===== src/logic/tte_pkg.sv =====
`default_nettype none
package tte_pkg;
  // ----------------------------------------
  // Widths
  // ----------------------------------------
  localparam int unsigned ACC_W  = 14;
  localparam int unsigned BYTE_W = 8;
  localparam int unsigned RND_W  = 15;
  localparam int unsigned MEM_W  = 12;

  // ----------------------------------------
  // Opcodes of the group
  // ----------------------------------------
  localparam logic [7:0] OP_LOAD_IMM_ACCUM        = 8'h6e;
  localparam logic [7:0] OP_LOAD_IMM_INDEX        = 8'h62;
  localparam logic [7:0] OP_LOAD_MEM_INDEXED      = 8'h11;
  localparam logic [7:0] OP_LOAD_MEM_DIRECT       = 8'h69;
  localparam logic [7:0] OP_LOAD_MEM_POST_INC     = 8'h14;
  localparam logic [7:0] OP_LOAD_MEM_TO_INDEX     = 8'h6f;
  localparam logic [7:0] OP_READ_RANDOM           = 8'h2b;
  localparam logic [7:0] OP_MASK_TEST_ACCUM       = 8'h6b;
  localparam logic [7:0] OP_MASK_TEST_MEMORY      = 8'h66;
  localparam logic [7:0] OP_READ_TIMER            = 8'h17;
  localparam logic [7:0] OP_INDEX_TO_ACCUM        = 8'h10;
  localparam logic [7:0] OP_SWAP_B_ACCUM          = 8'h12;
  localparam logic [7:0] OP_SWAP_B_INDEX          = 8'h13;
  localparam logic [7:0] OP_INDEX_GE_COMPARE      = 8'h61;

  // ----------------------------------------
  // Reset values
  // ----------------------------------------
  localparam logic [13:0] ACC_RST  = 14'h0000;
  localparam logic [13:0] B_RST    = 14'h0000;
  localparam logic [7:0]  IDX_RST  = 8'h00;
  localparam logic [14:0] RND_RST  = 15'h0000;
  localparam logic        SF_RST   = 1'b1;

  // ----------------------------------------
  // Random register taps and feedback
  // ----------------------------------------
  localparam int unsigned RND_TAP_LO = 13;
  localparam int unsigned RND_TAP_HI = 14;

  // Instruction word presented with its operand byte
  typedef struct packed {
    logic [7:0] opcode;
    logic [7:0] operand;
  } tte_instr_s;

  // Architectural register view
  typedef struct packed {
    logic [13:0] accum;
    logic [13:0] breg;
    logic [7:0]  index;
    logic        status_flag;
  } tte_regs_s;

  // Execution phases
  typedef enum logic [1:0] {
    TTE_IDLE  = 2'b00,
    TTE_FETCH = 2'b01,
    TTE_EXEC  = 2'b10
  } tte_state_e;
endpackage
`default_nettype wire


===== src/logic/tte_exec.sv =====
// How it works
// - Opcode 6e with immediate byte loads that byte into the accumulator.
// - Immediate load: byte to bits 7-0; bits 13-8 sign copy or zero by mode.
// - Opcode 62 copies the immediate byte unchanged into the index register.
// - Indexed memory load into accumulator, sign-extended or zero-filled by mode.
// - Opcode 69 loads memory at operand address, same extension as indexed load.
// - Opcode 14 loads memory at index with extension, then increments index.
// - Opcode 6f copies low eight bits of memory at operand into index.
// - Random read copies eight random bits into accumulator, never sign-extended.
// - Random register clears to zero at reset; the xor feedback of zero is zero, so it stays at zero.
// - Every instruction cycle random shifts left, bit 0 gets bit13 xor bit14.
// - Random read takes the value from before that cycle's shift.
// - Accumulator mask test sets flag when acc AND byte equals byte.
// - Opcode 66 sets flag when all byte bits are set in memory at index.
// - Opcode 17 loads timer into accumulator with mode-dependent upper bits.
// - Opcode 10 loads index into accumulator with mode-dependent upper bits.
// - Opcode 12 swaps the full B register and accumulator.
// - Index swap: B to index, index to B with mode-dependent upper bits.
// - Opcode 61 sets flag when index is greater than or equal to byte.
// - Every transfer and exchange of the group sets the flag to one.
`timescale 1ns/10ps
`default_nettype none
module tte_exec #(
  parameter int unsigned RAM_AW = 8
) (
  input  wire logic                         clk,
  input  wire logic                         rst_n,
  input  wire logic                         ce,
  input  wire logic                         instr_valid,
  input  wire tte_pkg::tte_instr_s          instr,
  input  wire logic                         ext_sign_mode,
  input  wire logic [7:0]                   timer_value,
  input  wire logic                         mem_wr_en,
  input  wire logic [RAM_AW-1:0]            mem_wr_addr,
  input  wire logic [tte_pkg::MEM_W-1:0]    mem_wr_data,
  output logic                              instr_ready,
  output logic                              done_q,
  output logic                              illegal_q,
  output tte_pkg::tte_regs_s                regs_q,
  output logic [14:0]                       random_q
);
  // ----------------------------------------
  // Helper functions
  // ----------------------------------------
  // Widen a byte to the accumulator width per arithmetic mode
  function automatic logic [13:0] widen(input logic [7:0] v, input logic sx);
    widen = {{6{sx & v[7]}}, v};
  endfunction

  // True when every set bit of mask is also set in value
  function automatic logic mask_hit(input logic [7:0] value, input logic [7:0] mask);
    mask_hit = ((value & mask) == mask);
  endfunction

  // Sign-extend or zero-fill a memory word to the accumulator width
  function automatic logic [13:0] widen_mem(input logic [11:0] v, input logic sx);
    widen_mem = {{2{sx & v[11]}}, v};
  endfunction

  // ----------------------------------------
  // Declarations
  // ----------------------------------------
  tte_pkg::tte_state_e   state_q;
  tte_pkg::tte_instr_s   cur_q;
  logic [RAM_AW-1:0]     rd_addr;
  logic [11:0]           mem_word;
  logic                  rnd_step;
  logic                  is_mem_op;
  logic [13:0]           acc_d;
  logic [13:0]           b_d;
  logic [7:0]            idx_d;
  logic                  sf_d;
  logic                  known;
  logic [13:0]           acc_q;
  logic [13:0]           b_q;
  logic [7:0]            idx_q;
  logic                  sf_q;

  // Memory opcodes need one fetch cycle through the registered RAM read
  always_comb begin
    is_mem_op = (instr.opcode == tte_pkg::OP_LOAD_MEM_INDEXED)  ||
                (instr.opcode == tte_pkg::OP_LOAD_MEM_DIRECT)   ||
                (instr.opcode == tte_pkg::OP_LOAD_MEM_POST_INC) ||
                (instr.opcode == tte_pkg::OP_LOAD_MEM_TO_INDEX) ||
                (instr.opcode == tte_pkg::OP_MASK_TEST_MEMORY);
  end

  // Fetch addresses the RAM from the latched instruction, so the request may drop after it is taken
  // Direct forms address by operand, the rest by index
  always_comb begin
    if (cur_q.opcode == tte_pkg::OP_LOAD_MEM_DIRECT) begin
      rd_addr = RAM_AW'(cur_q.operand);
    end else if (cur_q.opcode == tte_pkg::OP_LOAD_MEM_TO_INDEX) begin
      rd_addr = RAM_AW'(cur_q.operand);
    end else begin
      rd_addr = RAM_AW'(regs_q.index);
    end
  end

  assign instr_ready = (state_q == tte_pkg::TTE_IDLE);

  // ----------------------------------------
  // Data memory
  // ----------------------------------------
  tte_ram #(
    .AW (RAM_AW),
    .DW (tte_pkg::MEM_W)
  ) u_ram (
    .clk       (clk),
    .ce        (ce),
    .wr_en     (mem_wr_en),
    .wr_addr   (mem_wr_addr),
    .wr_data   (mem_wr_data),
    .rd_addr   (rd_addr),
    .rd_data_q (mem_word)
  );

  // ----------------------------------------
  // Random number generator
  // ----------------------------------------
  // One step per completed instruction cycle
  assign rnd_step = (state_q == tte_pkg::TTE_EXEC);

  tte_lfsr u_lfsr (
    .clk   (clk),
    .rst_n (rst_n),
    .ce    (ce),
    .step  (rnd_step),
    .rnd_q (random_q)
  );

  // ----------------------------------------
  // Sequencer
  // ----------------------------------------
  // Idle takes an instruction; memory forms pass through fetch
  always_ff @(posedge clk) begin
    if (!rst_n) begin
      state_q <= tte_pkg::TTE_IDLE;
    end else if (ce) begin
      case (state_q)
        tte_pkg::TTE_IDLE: begin
          if (instr_valid && is_mem_op) begin
            state_q <= tte_pkg::TTE_FETCH;
          end else if (instr_valid) begin
            state_q <= tte_pkg::TTE_EXEC;
          end
        end
        tte_pkg::TTE_FETCH: begin
          state_q <= tte_pkg::TTE_EXEC;
        end
        tte_pkg::TTE_EXEC: begin
          state_q <= tte_pkg::TTE_IDLE; // Ready again with the completion pulse
        end
        default: begin
          state_q <= tte_pkg::TTE_IDLE;
        end
      endcase
    end
  end

  // Latch the instruction as it is taken
  always_ff @(posedge clk) begin
    if (!rst_n) begin
      cur_q <= '0;
    end else if (ce && instr_ready && instr_valid) begin
      cur_q <= instr;
    end
  end

  // ----------------------------------------
  // Execute: next register values
  // ----------------------------------------
  always_comb begin
    acc_d = regs_q.accum;
    b_d   = regs_q.breg;
    idx_d = regs_q.index;
    sf_d  = regs_q.status_flag;
    known = 1'b1;
    case (cur_q.opcode)
      // Immediate transfers
      tte_pkg::OP_LOAD_IMM_ACCUM: begin
        acc_d = widen(cur_q.operand, ext_sign_mode);
        sf_d  = 1'b1;
      end
      tte_pkg::OP_LOAD_IMM_INDEX: begin
        idx_d = cur_q.operand;
        sf_d  = 1'b1;
      end
      // Memory transfers, word fetched in the cycle before
      tte_pkg::OP_LOAD_MEM_INDEXED: begin
        acc_d = widen_mem(mem_word, ext_sign_mode);
        sf_d  = 1'b1;
      end
      tte_pkg::OP_LOAD_MEM_DIRECT: begin
        acc_d = widen_mem(mem_word, ext_sign_mode);
        sf_d  = 1'b1;
      end
      tte_pkg::OP_LOAD_MEM_POST_INC: begin
        acc_d = widen_mem(mem_word, ext_sign_mode);
        idx_d = regs_q.index + 8'h01;
        sf_d  = 1'b1;
      end
      tte_pkg::OP_LOAD_MEM_TO_INDEX: begin
        idx_d = mem_word[7:0];
        sf_d  = 1'b1;
      end
      // Random read and mask tests
      tte_pkg::OP_READ_RANDOM: begin
        // Register still holds the pre-shift value this cycle
        acc_d = {6'h00, random_q[7:0]};
        sf_d  = 1'b1;
      end
      tte_pkg::OP_MASK_TEST_ACCUM: begin
        sf_d = mask_hit(regs_q.accum[7:0], cur_q.operand);
      end
      tte_pkg::OP_MASK_TEST_MEMORY: begin
        sf_d = mask_hit(mem_word[7:0], cur_q.operand);
      end
      // Timer and index moves into the accumulator
      tte_pkg::OP_READ_TIMER: begin
        acc_d = widen(timer_value, ext_sign_mode);
        sf_d  = 1'b1;
      end
      tte_pkg::OP_INDEX_TO_ACCUM: begin
        acc_d = widen(regs_q.index, ext_sign_mode);
        sf_d  = 1'b1;
      end
      // Exchanges read only the old register values
      tte_pkg::OP_SWAP_B_ACCUM: begin
        acc_d = regs_q.breg;
        b_d   = regs_q.accum;
        sf_d  = 1'b1;
      end
      tte_pkg::OP_SWAP_B_INDEX: begin
        idx_d = regs_q.breg[7:0];
        b_d   = widen(regs_q.index, ext_sign_mode);
        sf_d  = 1'b1;
      end
      // Unsigned index compare
      tte_pkg::OP_INDEX_GE_COMPARE: begin
        sf_d = (regs_q.index >= cur_q.operand);
      end
      // Outside the group: registers keep their values
      default: begin
        known = 1'b0;
      end
    endcase
  end

  // ----------------------------------------
  // Architectural registers
  // ----------------------------------------
  // Accumulator; all destinations commit on the same execute edge
  always_ff @(posedge clk) begin
    if (!rst_n) begin
      acc_q <= tte_pkg::ACC_RST;
    end else if (ce && state_q == tte_pkg::TTE_EXEC) begin
      acc_q <= acc_d;
    end
  end

  // B register
  always_ff @(posedge clk) begin
    if (!rst_n) begin
      b_q <= tte_pkg::B_RST;
    end else if (ce && state_q == tte_pkg::TTE_EXEC) begin
      b_q <= b_d;
    end
  end

  // Index register
  always_ff @(posedge clk) begin
    if (!rst_n) begin
      idx_q <= tte_pkg::IDX_RST;
    end else if (ce && state_q == tte_pkg::TTE_EXEC) begin
      idx_q <= idx_d;
    end
  end

  // Status flag
  always_ff @(posedge clk) begin
    if (!rst_n) begin
      sf_q <= tte_pkg::SF_RST;
    end else if (ce && state_q == tte_pkg::TTE_EXEC) begin
      sf_q <= sf_d;
    end
  end

  // Register view handed to the outside
  assign regs_q = '{accum: acc_q, breg: b_q, index: idx_q, status_flag: sf_q};

  // Completion pulse, raised on the same edge as the registers commit
  always_ff @(posedge clk) begin
    if (!rst_n) begin
      done_q <= 1'b0;
    end else if (ce) begin
      done_q <= (state_q == tte_pkg::TTE_EXEC);
    end
  end

  // Marks an executed opcode that lies outside the group
  always_ff @(posedge clk) begin
    if (!rst_n) begin
      illegal_q <= 1'b0;
    end else if (ce) begin
      illegal_q <= (state_q == tte_pkg::TTE_EXEC) && !known;
    end
  end
endmodule
`default_nettype wire


===== src/logic/tte_lfsr.sv =====
`timescale 1ns/10ps
`default_nettype none
module tte_lfsr (
  input  wire logic        clk,
  input  wire logic        rst_n,
  input  wire logic        ce,
  input  wire logic        step,
  output logic      [14:0] rnd_q
);
  // ----------------------------------------
  // Shift left, feedback from bits 13 and 14
  // ----------------------------------------
  always_ff @(posedge clk) begin
    if (!rst_n) begin
      rnd_q <= tte_pkg::RND_RST;
    end else if (ce && step) begin
      rnd_q <= {rnd_q[13:0],
                rnd_q[tte_pkg::RND_TAP_LO] ^ rnd_q[tte_pkg::RND_TAP_HI]};
    end
  end
endmodule
`default_nettype wire


===== src/logic/tte_ram.sv =====
`timescale 1ns/10ps
`default_nettype none
module tte_ram #(
  parameter int unsigned AW = 8,
  parameter int unsigned DW = 12
) (
  input  wire logic          clk,
  input  wire logic          ce,
  input  wire logic          wr_en,
  input  wire logic [AW-1:0] wr_addr,
  input  wire logic [DW-1:0] wr_data,
  input  wire logic [AW-1:0] rd_addr,
  output logic      [DW-1:0] rd_data_q
);
  logic [DW-1:0] mem [0:(1<<AW)-1];

  // ----------------------------------------
  // Write port
  // ----------------------------------------
  always_ff @(posedge clk) begin
    if (ce && wr_en) begin
      mem[wr_addr] <= wr_data;
    end
  end

  // ----------------------------------------
  // Registered read port
  // ----------------------------------------
  always_ff @(posedge clk) begin
    if (ce) begin
      rd_data_q <= mem[rd_addr];
    end
  end
endmodule
`default_nettype wire


===== config.mk =====
export PLATFORM = sky130hd
export DESIGN_NAME = tte_exec
export DESIGN_NICKNAME = d
export VERILOG_FILES = /design/src/logic/tte_pkg.sv /design/src/logic/tte_exec.sv /design/src/logic/tte_lfsr.sv /design/src/logic/tte_ram.sv
export SDC_FILE = /design/constraint.sdc
export NUM_CORES = 2
export LEC_CHECK = 0
export BUFFER_PORTS_ARGS = -buffer_cell sky130_fd_sc_hd__buf_4
export CAP_MARGIN = 40
export CORE_ASPECT_RATIO = 1.75
export CORE_MARGIN = 5
export CORE_UTILIZATION = 35
export DETAILED_ROUTE_END_ITERATION = 6
export PLACE_DENSITY_LB_ADDON = 0.2
export SYNTH_ARGS = -nofsm -noshare
export SYNTH_HDL_FRONTEND = slang
export SYNTH_SLANG_ARGS = --single-unit
export TNS_END_PERCENT = 20

===== constraint.sdc =====
create_clock -name clk -period 3 [get_ports clk]
set_clock_uncertainty 0.05 [all_clocks]
set_input_delay 0.45 -clock clk [delete_from_list [all_inputs] [get_ports clk]]
set_output_delay 0.45 -clock clk [all_outputs]
set_load 0.03 [all_outputs]

==> out/metrics.cfg <==
[routing]
drt_iter0_markers = 6428
drt_wl_total_um = 397000
num_vias = 74690
vias_per_cell = 5.317
drc = 0
ant_nets = 0
wl_per_cell_um = 28.26
dr.pass1.iters = 5

[finish]
stdcell_count = 14050
final_common_cell = edfxtp_1
drive_gt1_share_pct = 20.29
mostFrequentLayoutCells = edfxtp_1, nand2_1, buf_4
layout.nets = 9236
fillers = 31660
areaGrowthSynthToFinish_pct = 21.74

[logic_synthesis]
syn_avg_cell_area_um2 = 15.39
yosys-top-cells-area = edfxtp_1, mux2i_1, nand2_1
synth_ff_type = edfxtp_1
synth_area_um2 = 123500
ys_ff_latch = 3156
synth_edf_count = 3084
synthDistinctLibCells = 70
synth_top_area_share_pct = 74.99
synthArstFlopShare_pct = 0
ys_seq_area_share_pct = 76.15
yosys_warnings = 0
post_synth_inst_count = 8024
yosysTopAreaCell = edfxtp_1
syn-num-nets = 8083

[sta]
finalSetupViolations = 12
finalCriticalPeriod_ns = 4.044
holdWs_ns = 0.03166
slew_violations = 0
max_slew_margin_pct = 21.09
worst_slew_pin_slew_ns = 1.184
fmax_mhz = 247.3
rsz0062_at_grt = yes
hold_viol = 0
final.period_utilization_pct = 134.8
setup_ws_ns = -1.044
fin_tns_setup_ns = -11.65

[status]
violations = negative setup slack
status = complete, but fails checks

[setup_path]
path_buf_inv = 5
path_delay_family = simple AND/OR/NAND/NOR gates
end_kind = flop
required_ns = 3.57
slowest_delay_ns = 0.47
r2r-start = cur_q[12]
path_max_fanout = 10
r2r_slack_ns = -1.04
crit_type = flop to flop
r2r_cells = 14
start_kind = flop
crit_slowest_cell = or4_1
reg2reg_to = u_ram.rd_data_q[10]
worstPathCellList = nor3b_4 > nand4_4 > mux2i_4 > buf_12 > buf_12 > buf_16 > buf_16 > bufbuf_16 > mux2i_1 > o22ai_1 > o21ai_2 > and4_4 > a41oi_4 > or4_1
crit_arrival_ns = 4.61

[place]
place_congestion = 0.8832
io_buffers = 104
dpl.hpwl_um = 264600
dpl.cell_count = 13440

[cts]
cts_sinks = 3156
cts_tree = yes
clkTransAtPathRegs_ns = 0.07
cts_max_level = 5
insertion_delay_ns = 0.89
cts_root_buffer = clkbuf_16
cts_buffers = 286
clockBufferDepth = 4

[global_routing]
grt_pass1_wl_um = 558000
grt_pass1_vias = 76070
track_usage_pct = 20.99
grt_max_degree = 113
grt-ovfl-total = 0
antenna_found_initial = 18

[power]
p_sw_mw = 17.61
ir_drop_v = 0.0004473
p_int_mw = 67.99
switching_share_pct = 20.58
p_per_area_nw_per_um2 = 569.4
pwr-share-comb_pct = 1.8
power_leakage_nw = 55.71
seqPwrFrac_pct = 56.6
power_mw = 85.60
power_frac_clock_pct = 41.7

[flow_run]
maxCapViolCount = 0

[die]
fp.dieH_um = 795.8
start_util_pct = 35.11
placementRows = 288
die_x_um = 459.0
dieArea_um2 = 365300
io_pins = 105
core_um2 = 351700

[worst_hold_path]
hold_start = mem_wr_data[5]
whs_path_depth = 1
hold_path.class = primary input to flop
worstHoldEndpoint = u_ram.mem[183][5]

==> worst max path at each step <==
stage,start,endpoint,cells past startpoint
finish,cur_q[12],u_ram.rd_data_q[10],14
global route,cur_q[12],u_ram.rd_data_q[3],15
detailed placement,cur_q[12],u_ram.rd_data_q[10],14
CTS,cur_q[15],u_ram.rd_data_q[8],14
global placement,cur_q[12],u_ram.rd_data_q[10],13
floorplan,cur_q[12],u_ram.rd_data_q[7],12
==> routing by layer <==
metal,GRT usage (%),vias to the layer above,wire (µm)
li1,-,33400,-
met1,23.28,38420,143900
met2,39.70,2218,214000
met3,2.372,653,16960
met4,10.08,4,22130
met5,0,-,22
==> power by group through the flow <==
stage	registers (mW)	clock network (mW)	logic, mW
floorplan	49.4	0	0.199
global placement	49.4	0	1.45
detailed placement	49.4	0	1.49
CTS	48.4	36.4	1.53
global route	48.4	38.0	1.59
finish	48.4	35.7	1.52
==> state kept, by name, indices dropped and copies added, names as in the netlist, 2 cells and up <==
signal / count
idx_q: 8
state_q: 2
u_ram.mem: 3072
u_lfsr.rnd_q: 15
acc_q: 14
cur_q: 16
b_q: 14
u_ram.rd_data_q: 12
==> final cells by class <==
class                           instances  area [µm²]  area share, %
Sequential cell                      3156       94050          62.56
Inverter                               18       67.56        0.04494
Antenna cell                           19       47.55        0.03162
Multi-Input combinational cell       4311       27760          18.47
Tap cell                             4640        5806          3.862
Clock buffer                          347        7650          5.088
Timing Repair Buffer                 1404       13820          9.194
Clock inverter                        153        1135         0.7548
==> logic make-up (layout without fill, tap and decap cells) <==
family	count (synthesis)	in the layout	share of synthesized area (%)
muxes	924	924	7.503
and+or+nand+nor	2011	2011	6.809
adders and majority gates	9	9	0.09118
xor gates and xnor gates	9	9	0.06991
other	0	19	0
buffers and inverters	557	1922	2.004
AOI/OAI and AO/OA	1358	1358	7.367
DFF	3156	3156	76.15
==> through the flow <==
stage | worst slack, ns | utilization, % | cell area [µm²]
finish | -1.044 | 42.75 | 150300
global route | -1.110 | 42.74 | 150300
CTS | -1.068 | 42.63 | 149900
detailed placement | -1.757 | 39.61 | 139300
global placement | -1.959 | 39.60 | 139300
floorplan | -0.02209 | - | 124000
==> Yosys cell counts (all sizes together), types with 5 or more instances <==
| master | count |
|---|---|
| a21boi | 32 |
| a21o | 5 |
| a21oi | 32 |
| a221oi | 10 |
| a222oi | 8 |
| a22o | 10 |
| a22oi | 84 |
| a311oi | 5 |
| a31oi | 374 |
| a32o | 144 |
| a41oi | 25 |
| and2 | 8 |
| and4 | 49 |
| buf | 269 |
| clkbuf | 270 |
| dfxtp | 72 |
| edfxtp | 3084 |
| ha | 9 |
| inv | 18 |
| mux2i | 923 |
| nand2 | 1369 |
| nand2b | 5 |
| nand3 | 177 |
| nand4 | 59 |
| nor2 | 282 |
| nor2b | 17 |
| nor3 | 11 |
| o21ai | 218 |
| o22ai | 387 |
| o31ai | 6 |
| or4 | 12 |
| xnor2 | 8 |
==> what timing repair did <==
| action | 4_1_cts | 5_1_grt |
|---|---|---|
| pin swaps | 18 | 24 |
| gates resized for setup | 191 | 62 |
| cloned | 15 | 2 |
| setup buffers | 29 | 14 |
| hold buffers | 35 | 0 |
| setup endpoints to repair | 12 | 16 |
| hold endpoints to repair | 209 | 0 |
(Power assumes the default switching activity.)
